==> src/inc/rcw_pkg.sv <==
// constants for the root-complex window and graphics control registers
package rcw_pkg;
	// config space offsets (byte address; 4ch and 50h are dwords, 52h is the 16-bit word)
	localparam logic [7:0]  RCW_OFS_WINDOW_BASE = 8'h4c;
	localparam logic [7:0]  RCW_OFS_GFX_CTRL_DW = 8'h50;
	localparam logic [7:0]  RCW_OFS_GFX_CTRL    = 8'h52;
	// window base field and reset
	localparam int          RCW_BASE_LSB        = 12;
	localparam logic [19:0] RCW_BASE_RESET      = 20'h0_0000;
	// graphics control field positions inside the 16-bit register
	localparam int          RCW_GMS_LSB         = 4;
	localparam int          RCW_LVD_BIT         = 1;
	// graphics control positions inside the 32-bit dword at 50h
	localparam int          RCW_GGC_DW_LSB      = 16;
	localparam logic [15:0] RCW_GGC_RESET       = 16'h0030;
	localparam logic [2:0]  RCW_GMS_RESET       = 3'h3;
	localparam logic        RCW_LVD_RESET       = 1'b0;
	// class sub-class codes
	localparam logic [7:0]  RCW_SUBCLASS_VGA    = 8'h00;
	localparam logic [7:0]  RCW_SUBCLASS_OTHER  = 8'h80;
	// pre-allocation sizes
	localparam logic [31:0] RCW_SIZE_1MB        = 32'h0010_0000;
	localparam logic [31:0] RCW_SIZE_8MB        = 32'h0080_0000;
	localparam logic [31:0] RCW_SIZE_NONE       = 32'h0000_0000;

	// memory size selector codes
	typedef enum logic [2:0] {
		RCW_GMS_NONE = 3'b000,
		RCW_GMS_1MB  = 3'b001,
		RCW_GMS_RSV2 = 3'b010,
		RCW_GMS_8MB  = 3'b011
	} rcw_gms_t;
endpackage : rcw_pkg

==> src/logic/rcw_regs.sv <==
// root-complex window base and graphics control configuration registers
// Function
// - window base: 32 bits, bits 31:12 r/w reset zero, 11:0 reserved.
// - a 4 KB aligned window at the base routes to the register block.
// - after reset the window is off until enable bit 29 at 54h is set.
// - enable 0 claims no memory; enable 1 claims window accesses.
// - the 4 kB window never aliases onto any other memory space.
// - gfx control: 16 bits at 52-53h, reset 0030h, selector 6:4 = 011.
// - selector 000 allocates nothing, no VGA claims, sub-class 80.
// - selector 001 allocates 1 MB, 011 8 MB; other codes reserved.
// - the allocation starts at top of low usable memory minus size.
// - once the system RAM lock is set the selector ignores writes.
// - legacy video disable 0 with a nonzero selector: graphics claims VGA, sub-class 00.
// - legacy video disable 1: no VGA claims, sub-class 80.
`timescale 1ns/1ps
module rcw_regs
	import rcw_pkg::*;
(
	// clock and reset
	input  wire logic        core_clk,
	input  wire logic        rst,
	// configuration space access, dword address with byte enables
	input  wire logic        cfg_wr,
	input  wire logic        cfg_rd,
	input  wire logic [7:0]  cfg_addr,
	input  wire logic [3:0]  cfg_be,
	input  wire logic [31:0] cfg_wdata,
	output logic [31:0]      cfg_rdata,
	output logic             cfg_rvalid,
	// state held in neighbouring registers
	input  wire logic        rc_window_enable,
	input  wire logic        sysmgmt_ram_lock,
	input  wire logic [31:0] top_low_usable_mem,
	// memory request decode
	input  wire logic        mem_valid,
	input  wire logic [31:0] mem_addr,
	output logic             rc_window_claim,
	// graphics device steering
	output logic             gfx_vga_claim,
	output logic [7:0]       gfx_subclass,
	output logic [31:0]      gfx_prealloc_size,
	output logic [31:0]      gfx_prealloc_base
);
	logic [19:0] base_reg;
	logic [2:0]  gms_reg;
	logic        lvd_reg;
	logic        win_hit;
	logic        vga_on;
	logic [31:0] size_now;

	// selector to bytes; reserved codes allocate nothing
	function automatic logic [31:0] gms_size(input logic [2:0] sel);
		logic [31:0] s;
		s = RCW_SIZE_NONE;
		case (sel)
			RCW_GMS_1MB: s = RCW_SIZE_1MB;
			RCW_GMS_8MB: s = RCW_SIZE_8MB;
			default:     s = RCW_SIZE_NONE;
		endcase
		return s;
	endfunction : gms_size

	// window base: bytes 1..3 carry bits 31:12, low nibble of byte 1 reserved
	always_ff @(posedge core_clk)
	begin
		if (rst)
			base_reg <= RCW_BASE_RESET;
		else if (cfg_wr && cfg_addr == RCW_OFS_WINDOW_BASE)
		begin
			if (cfg_be[1])
				base_reg[3:0] <= cfg_wdata[15:12];
			if (cfg_be[2])
				base_reg[11:4] <= cfg_wdata[23:16];
			if (cfg_be[3])
				base_reg[19:12] <= cfg_wdata[31:24];
		end
	end

	// graphics control selector, frozen by the system RAM lock
	always_ff @(posedge core_clk)
	begin
		if (rst)
			gms_reg <= RCW_GMS_RESET;
		else if (cfg_wr && cfg_addr == RCW_OFS_GFX_CTRL_DW && cfg_be[2]
			&& !sysmgmt_ram_lock)
			gms_reg <= cfg_wdata[RCW_GGC_DW_LSB + RCW_GMS_LSB +: 3];
	end

	// legacy video disable; only bit 1 of the low byte is kept
	always_ff @(posedge core_clk)
	begin
		if (rst)
			lvd_reg <= RCW_LVD_RESET;
		else if (cfg_wr && cfg_addr == RCW_OFS_GFX_CTRL_DW && cfg_be[2])
			lvd_reg <= cfg_wdata[RCW_GGC_DW_LSB + RCW_LVD_BIT];
	end

	// read path, one cycle after the request; reserved bits return zero
	always_ff @(posedge core_clk)
	begin
		if (rst)
		begin
			cfg_rdata  <= 32'h0000_0000;
			cfg_rvalid <= 1'b0;
		end
		else
		begin
			cfg_rvalid <= cfg_rd;
			if (!cfg_rd)
				cfg_rdata <= 32'h0000_0000;
			else if (cfg_addr == RCW_OFS_WINDOW_BASE)
				cfg_rdata <= {base_reg, 12'h000};
			else if (cfg_addr == RCW_OFS_GFX_CTRL_DW)
				cfg_rdata <= {9'h000, gms_reg, 2'b00, lvd_reg, 1'b0,
					16'h0000};
			else
				cfg_rdata <= 32'h0000_0000;
		end
	end

	// window decode lives in its own module so the compare is registered once
	rcw_win_decode u_win (
		.core_clk (core_clk),
		.rst      (rst),
		.base     (base_reg),
		.enable   (rc_window_enable),
		.mem_valid(mem_valid),
		.mem_addr (mem_addr),
		.hit      (win_hit)
	);

	assign rc_window_claim = win_hit; // flop output of the decoder

	// vga claiming needs both a nonzero selector and legacy video enabled
	assign vga_on   = (gms_reg != RCW_GMS_NONE)
		&& !lvd_reg;
	assign size_now = gms_size(gms_reg);

	// graphics steering outputs, registered for clean timing
	always_ff @(posedge core_clk)
	begin
		if (rst)
		begin
			gfx_vga_claim     <= 1'b0;
			gfx_subclass      <= RCW_SUBCLASS_OTHER;
			gfx_prealloc_size <= RCW_SIZE_NONE;
			gfx_prealloc_base <= 32'h0000_0000;
		end
		else
		begin
			gfx_vga_claim     <= vga_on;
			gfx_subclass      <= vga_on ? RCW_SUBCLASS_VGA
				: RCW_SUBCLASS_OTHER;
			gfx_prealloc_size <= size_now;
			gfx_prealloc_base <= top_low_usable_mem - size_now;
		end
	end

	// checks
	a_win_off_quiet: assert property (
		@(posedge core_clk) disable iff (rst)
		!rc_window_enable |=> !rc_window_claim)
		else $error("window claimed while disabled");
	a_win_reset_off: assert property (
		@(posedge core_clk)
		rst |=> !rc_window_claim && base_reg == RCW_BASE_RESET)
		else $error("window not off after reset");
	a_win_claim_on: assert property (
		@(posedge core_clk) disable iff (rst)
		mem_valid && rc_window_enable
		&& mem_addr[31:RCW_BASE_LSB] == base_reg
		|=> rc_window_claim)
		else $error("window access not claimed");
	a_base_read_back: assert property (
		@(posedge core_clk) disable iff (rst)
		cfg_rd && cfg_addr == RCW_OFS_WINDOW_BASE |=> cfg_rvalid
		&& cfg_rdata[RCW_BASE_LSB-1:0] == 12'h000
		&& cfg_rdata[31:RCW_BASE_LSB] == $past(base_reg))
		else $error("window base read wrong");
	a_gms_lock_hold: assert property (
		@(posedge core_clk) disable iff (rst)
		sysmgmt_ram_lock |=> $stable(gms_reg))
		else $error("selector changed while locked");
	a_ggc_reset_val: assert property (
		@(posedge core_clk)
		rst |=> gms_reg == RCW_GMS_RESET && lvd_reg == RCW_LVD_RESET)
		else $error("graphics control reset wrong");
	a_sub_none_80: assert property (
		@(posedge core_clk) disable iff (rst)
		gms_reg == RCW_GMS_NONE || lvd_reg
		|=> gfx_subclass == RCW_SUBCLASS_OTHER && !gfx_vga_claim)
		else $error("vga still claimed");
	a_sub_vga_00: assert property (
		@(posedge core_clk) disable iff (rst)
		gms_reg != RCW_GMS_NONE && !lvd_reg
		|=> gfx_subclass == RCW_SUBCLASS_VGA && gfx_vga_claim)
		else $error("vga not claimed");
	a_prealloc_8mb: assert property (
		@(posedge core_clk) disable iff (rst)
		gms_reg == RCW_GMS_8MB |=> gfx_prealloc_size == RCW_SIZE_8MB
		&& gfx_prealloc_base == $past(top_low_usable_mem) - RCW_SIZE_8MB)
		else $error("8 MB allocation wrong");
	a_ggc_rsvd_zero: assert property (
		@(posedge core_clk) disable iff (rst)
		cfg_rd && cfg_addr == RCW_OFS_GFX_CTRL_DW
		|=> cfg_rdata[31:23] == 9'h000 && cfg_rdata[19:18] == 2'b00
		&& cfg_rdata[16] == 1'b0)
		else $error("reserved bits not zero");
	// strobe and answer pair one to one; a lost answer hands the host stale data
	a_rvalid_follow: assert property (
		@(posedge core_clk) disable iff (rst)
		cfg_rd |=> cfg_rvalid)
		else $error("read not answered");
	a_rdata_idle_zero: assert property (
		@(posedge core_clk) disable iff (rst)
		!cfg_rd |=> !cfg_rvalid && cfg_rdata == 32'h0000_0000)
		else $error("read data not idle");
	a_ggc_read_back: assert property (
		@(posedge core_clk) disable iff (rst)
		cfg_rd && cfg_addr == RCW_OFS_GFX_CTRL_DW
		|=> cfg_rdata[RCW_GGC_DW_LSB + RCW_GMS_LSB +: 3] == $past(gms_reg)
		&& cfg_rdata[RCW_GGC_DW_LSB + RCW_LVD_BIT] == $past(lvd_reg))
		else $error("graphics control read wrong");
	// an open selector must take every write, or the lock check proves nothing
	a_gms_write_open: assert property (
		@(posedge core_clk) disable iff (rst)
		cfg_wr && cfg_addr == RCW_OFS_GFX_CTRL_DW && cfg_be[2]
		&& !sysmgmt_ram_lock
		|=> gms_reg == $past(cfg_wdata[RCW_GGC_DW_LSB + RCW_GMS_LSB +: 3]))
		else $error("selector write lost");
	a_size_1mb: assert property (
		@(posedge core_clk) disable iff (rst)
		gms_reg == RCW_GMS_1MB |=> gfx_prealloc_size == RCW_SIZE_1MB
		&& gfx_prealloc_base == $past(top_low_usable_mem) - RCW_SIZE_1MB)
		else $error("1 MB allocation wrong");
	a_size_none_rsvd: assert property (
		@(posedge core_clk) disable iff (rst)
		gms_reg != RCW_GMS_1MB && gms_reg != RCW_GMS_8MB
		|=> gfx_prealloc_size == RCW_SIZE_NONE)
		else $error("reserved selector allocated memory");

	c_win_claim: cover property (@(posedge core_clk) rc_window_claim);
	c_lock_write: cover property (@(posedge core_clk)
		sysmgmt_ram_lock && cfg_wr && cfg_addr == 8'h50 && cfg_be[2]);
	c_gms_1mb: cover property (@(posedge core_clk) gms_reg == 3'b001);
	c_lvd_set: cover property (@(posedge core_clk) lvd_reg && gms_reg != 3'b000);
endmodule : rcw_regs

==> src/logic/rcw_win_decode.sv <==
// registered 4 KB window decoder for the root-complex register block
`timescale 1ns/1ps
module rcw_win_decode
	import rcw_pkg::*;
(
	// clock and reset
	input  wire logic        core_clk,
	input  wire logic        rst,
	// window programming
	input  wire logic [19:0] base,
	input  wire logic        enable,
	// memory request
	input  wire logic        mem_valid,
	input  wire logic [31:0] mem_addr,
	// claim result
	output logic             hit
);
	// full 20-bit compare: no partial decode, so the window never aliases
	always_ff @(posedge core_clk)
	begin
		if (rst)
			hit <= 1'b0;
		else
			hit <= mem_valid && enable &&
				(mem_addr[31:RCW_BASE_LSB] == base);
	end

	a_win_hit_exact: assert property (
		@(posedge core_clk) disable iff (rst)
		hit |-> $past(enable) && $past(mem_valid)
		&& ($past(mem_addr[31:RCW_BASE_LSB]) == $past(base)))
		else $error("window hit without exact match");
endmodule : rcw_win_decode

==> config.mk <==
export PLATFORM = sky130hd
export DESIGN_NAME = rcw_regs
export DESIGN_NICKNAME = d
export VERILOG_FILES = /design/src/inc/rcw_pkg.sv /design/src/logic/rcw_regs.sv /design/src/logic/rcw_win_decode.sv
export SDC_FILE = /design/constraint.sdc
export NUM_CORES = 1
export LEC_CHECK = 0
export BUFFER_PORTS_ARGS = -buffer_cell sky130_fd_sc_hd__buf_2
export CORE_MARGIN = 2
export CORE_UTILIZATION = 35
export DETAILED_ROUTE_END_ITERATION = 10
export GPL_ROUTABILITY_DRIVEN = 0
export HOLD_SLACK_MARGIN = 0.1
export PLACE_DENSITY = 0.68
export SETUP_SLACK_MARGIN = 0.15
export SYNTH_ARGS = -nofsm -noshare
export SYNTH_HDL_FRONTEND = slang
export SYNTH_SLANG_ARGS = --single-unit
==> constraint.sdc <==
create_clock -name core_clk -period 2.6 [get_ports core_clk]
set_input_delay 0.52 -clock core_clk [delete_from_list [all_inputs] [get_ports core_clk]]
set_output_delay 0.52 -clock core_clk [all_outputs]
set_load 0.005 [all_outputs]
==> results.md <==
## Status
* **outcome** complete, no violations

## Floorplan
* **row count** 35
* **Die Y-Extent** 101 um
* **DIE AREA** 10,300 um2
* **width of the die** 101 um
* **starting density of the core** 36.0%
* **number of I/O pins** 222
* **core footprint** 9240 um2

## Global route
* **M1 GR Usage** 14.8%
* **busiest layer in global routing** met2
* **met3 track utilization from global routing** 4.42%
* **antenna violations before repair** 1
* **largest net degree at the start of global routing** 63
* **total global routing track utilization** 13.3%
* **met2 global-route usage** 22.9%
* **vias in the first global route** 2,192
* **total overflow reported by the global router** 0
* **global-route wire length before repair** 10,300 um

## Timing
* **highest attainable clock frequency** 0.463 GHz
* **Final Hold Violating Endpoints** 0
* **final cycle utilization of the critical path** 83.0%
* **Total Neg Setup Slack** 0 ns
* **unrepaired setup endpoints after global routing** no
* **largest clock skew in the final design** 0.00925 ns
* **relative slew slack** 56.2%
* **transition time of the tightest slew-check pin** 0.655 ns
* **fin crit period** 2.16 ns
* **number of slew-limit violations in the final report** 0
* **final setup violation count** 0

## Placed design
* **number of buffers added on ports** 147
* **HPWL after detailed placement** 5560 um
* **Cells after DPL** 586

## Worst setup path
* **startpoint type of the worst setup path** flop
* **Worst EP required** 2.81 ns
* **largest fanout of any net on the critical path** 7
* **Crit Path Category** flop to flop
* **Worst setup EP type** flop
* **data arrival time at the worst-slack endpoint** 2.37 ns

## Synthesis
* **Distinct cells, synth** 35
* **share of synthesized registers carrying an async set or reset** 0%
* **count of warnings emitted by yosys** 0
* **most frequently used flop master after synthesis** sky130_fd_sc_hd__dfxtp_1
* **EDFF count, synth** 0
* **Area contributors post-synth** sky130_fd_sc_hd__dfxtp_1, sky130_fd_sc_hd__buf_4, sky130_fd_sc_hd__mux2i_1
* **Avg Cell Area, Syn** 10.4 um2
* **Seq/Total Area, Yosys** 49.4%
* **most area-hungry cell type in the Yosys netlist** sky130_fd_sc_hd__dfxtp_1
* **post-synth top area share** 49.4%
* **register bit total from synthesis** 82
* **Post-Syn Area** 3330 um2
* **number of standard cells after synthesis** 320

## Cells and area
* **commonest cells after routing, fill and taps aside** sky130_fd_sc_hd__buf_2, sky130_fd_sc_hd__dfxtp_1, sky130_fd_sc_hd__conb_1, sky130_fd_sc_hd__nor2_1, sky130_fd_sc_hd__mux2i_1
* **Syn-to-layout area delta** 26.6%
* **Final Instance Count excl. Fillers** 602
* **filler instances** 888
* **core occupancy in the finished layout** 45.6%
* **commonest non-fill, non-tap cell in the layout** sky130_fd_sc_hd__buf_2
* **number of nets in the finished design** 586
* **ratio of cells with drive above 1 in the final layout** 35.9%
* **max FFs per register** 32
* **# diodes** 0

## Drt
* **Via Count** 2,487
* **DR DRC count** 0
* **antenna violation net count after detailed routing** 0
* **routed len/inst** 11.8 um
* **1st-pass router iterations** 4
* **DRC violation total after the first TritonRoute iteration** 41
* **Vias/cell** 4.13
* **detailed-route wire length** 7110 um

## Pwr
* **post-route total power** 2440 uW
* **static power due to leakage** 0.00223 uW
* **total power per unit cell area** 580 nW/um2
* **maximum resistive drop on vdd** 0.000261 V

## Flow run
* **max-capacitance violation count** 0

## Clocking
* **number of hold buffers added after cts** 0
* **clock transition at the registers of the reported paths** 0.08 ns
* **count of buffers added by post-CTS timing repair for setup** 0
* **clock insertion delay at the later pin of the skew report** 0.34 ns
* **cts bufs inserted** 9
* **total of cells resized after clock tree synthesis** 0
* **buffer depth of the longest clock path** 2
* **number of H-tree branching levels** 3
* **TritonCTS clock tree** yes
* **library cell used as clock root buffer** sky130_fd_sc_hd__clkbuf_8
* **CTS sink cnt** 82

## Worst hold path
* **Tightest Hold Check Type** input port to flop

worst paths after layout:
check	slack (ns)	startpoint	depth (start not counted)	endpoint
worst max-delay path	0.44	gms_reg[1]	6	gfx_prealloc_base[29]
worst min-delay path	0.38	top_low_usable_mem[19]	2	gfx_prealloc_base[19]
worst max register to register	0.44	gms_reg[1]	6	gfx_prealloc_base[29]
worst min register to register	0.50	base_reg[0]	1	cfg_rdata[12]
cells in the mapped netlist (4+ instances only):
master                     number
sky130_fd_sc_hd__a21oi_1        5
sky130_fd_sc_hd__mux2i_1       22
sky130_fd_sc_hd__dfxtp_1       82
sky130_fd_sc_hd__xnor2_1       14
sky130_fd_sc_hd__a22o_1         4
sky130_fd_sc_hd__xor2_1        15
sky130_fd_sc_hd__buf_4         49
sky130_fd_sc_hd__nor4_1         4
sky130_fd_sc_hd__nor3_1         5
sky130_fd_sc_hd__nor2_1        36
sky130_fd_sc_hd__clkbuf_1       8
sky130_fd_sc_hd__nor2b_1       21
sky130_fd_sc_hd__nand4_1        4
sky130_fd_sc_hd__and2_1        16
worst max-delay path, stage by stage, from the launching register on:
cell and delay (ns):
sky130_fd_sc_hd__dfxtp_1 0.46, sky130_fd_sc_hd__nand3b_1 0.17, sky130_fd_sc_hd__ha_1 0.25, sky130_fd_sc_hd__or4_4 0.60, sky130_fd_sc_hd__a2111oi_4 0.35, sky130_fd_sc_hd__xnor2_1 0.15
sky130_fd_sc_hd__nor2_1 0.05
through the flow:
stage          instance area [um2]  setup slack [ns]  hold slack [ns]
2_1_floorplan                 3510             0.630            0.457
3_3_place_gp                  4010             0.376            0.491
3_5_place_dp                  4010             0.352            0.492
4_1_cts                       4210             0.404            0.357
5_1_grt                       4210             0.287            0.357
6_report                      4210             0.442            0.378
routing by layer:
metal | part of all wire [%] | wire length, um
met5 | 0.098 | 7
met4 | 2.1 | 148
met3 | 8.6 | 613
met2 | 50 | 3570
met1 | 39 | 2770
final cells by class:
| class | instances | area, um2 | share of cell area (%) |
|---|---|---|---|
| flip-flops and latches | 82 | 1640 | 39.0 |
| multi-input cells | 223 | 1440 | 34.2 |
| repair buffers | 149 | 751 | 17.8 |
| well taps | 129 | 161 | 3.83 |
| clock buffers | 11 | 141 | 3.36 |
| clock inverters | 5 | 62.6 | 1.49 |
| inverters | 3 | 11.3 | 0.268 |
logic make-up after synthesis:
logic type      count (synthesis)  share of synthesized area, %
buf+inv                        63                          12.8
mux                            22                          6.62
fa+ha+maj                       3                          1.13
flops                          82                          49.4
compound gates                 15                          4.40
xor+xnor                       29                          7.64
other cells                     1                         0.113
simple gates                  105                          18.0
report_power, final:
part | internal [uW] | total, uW | switching, uW
combinational | 102 | 204 | 101
clock | 476 | 943 | 467
sequential | 1290 | 1290 | 6.85
(Power assumes the default switching activity.)
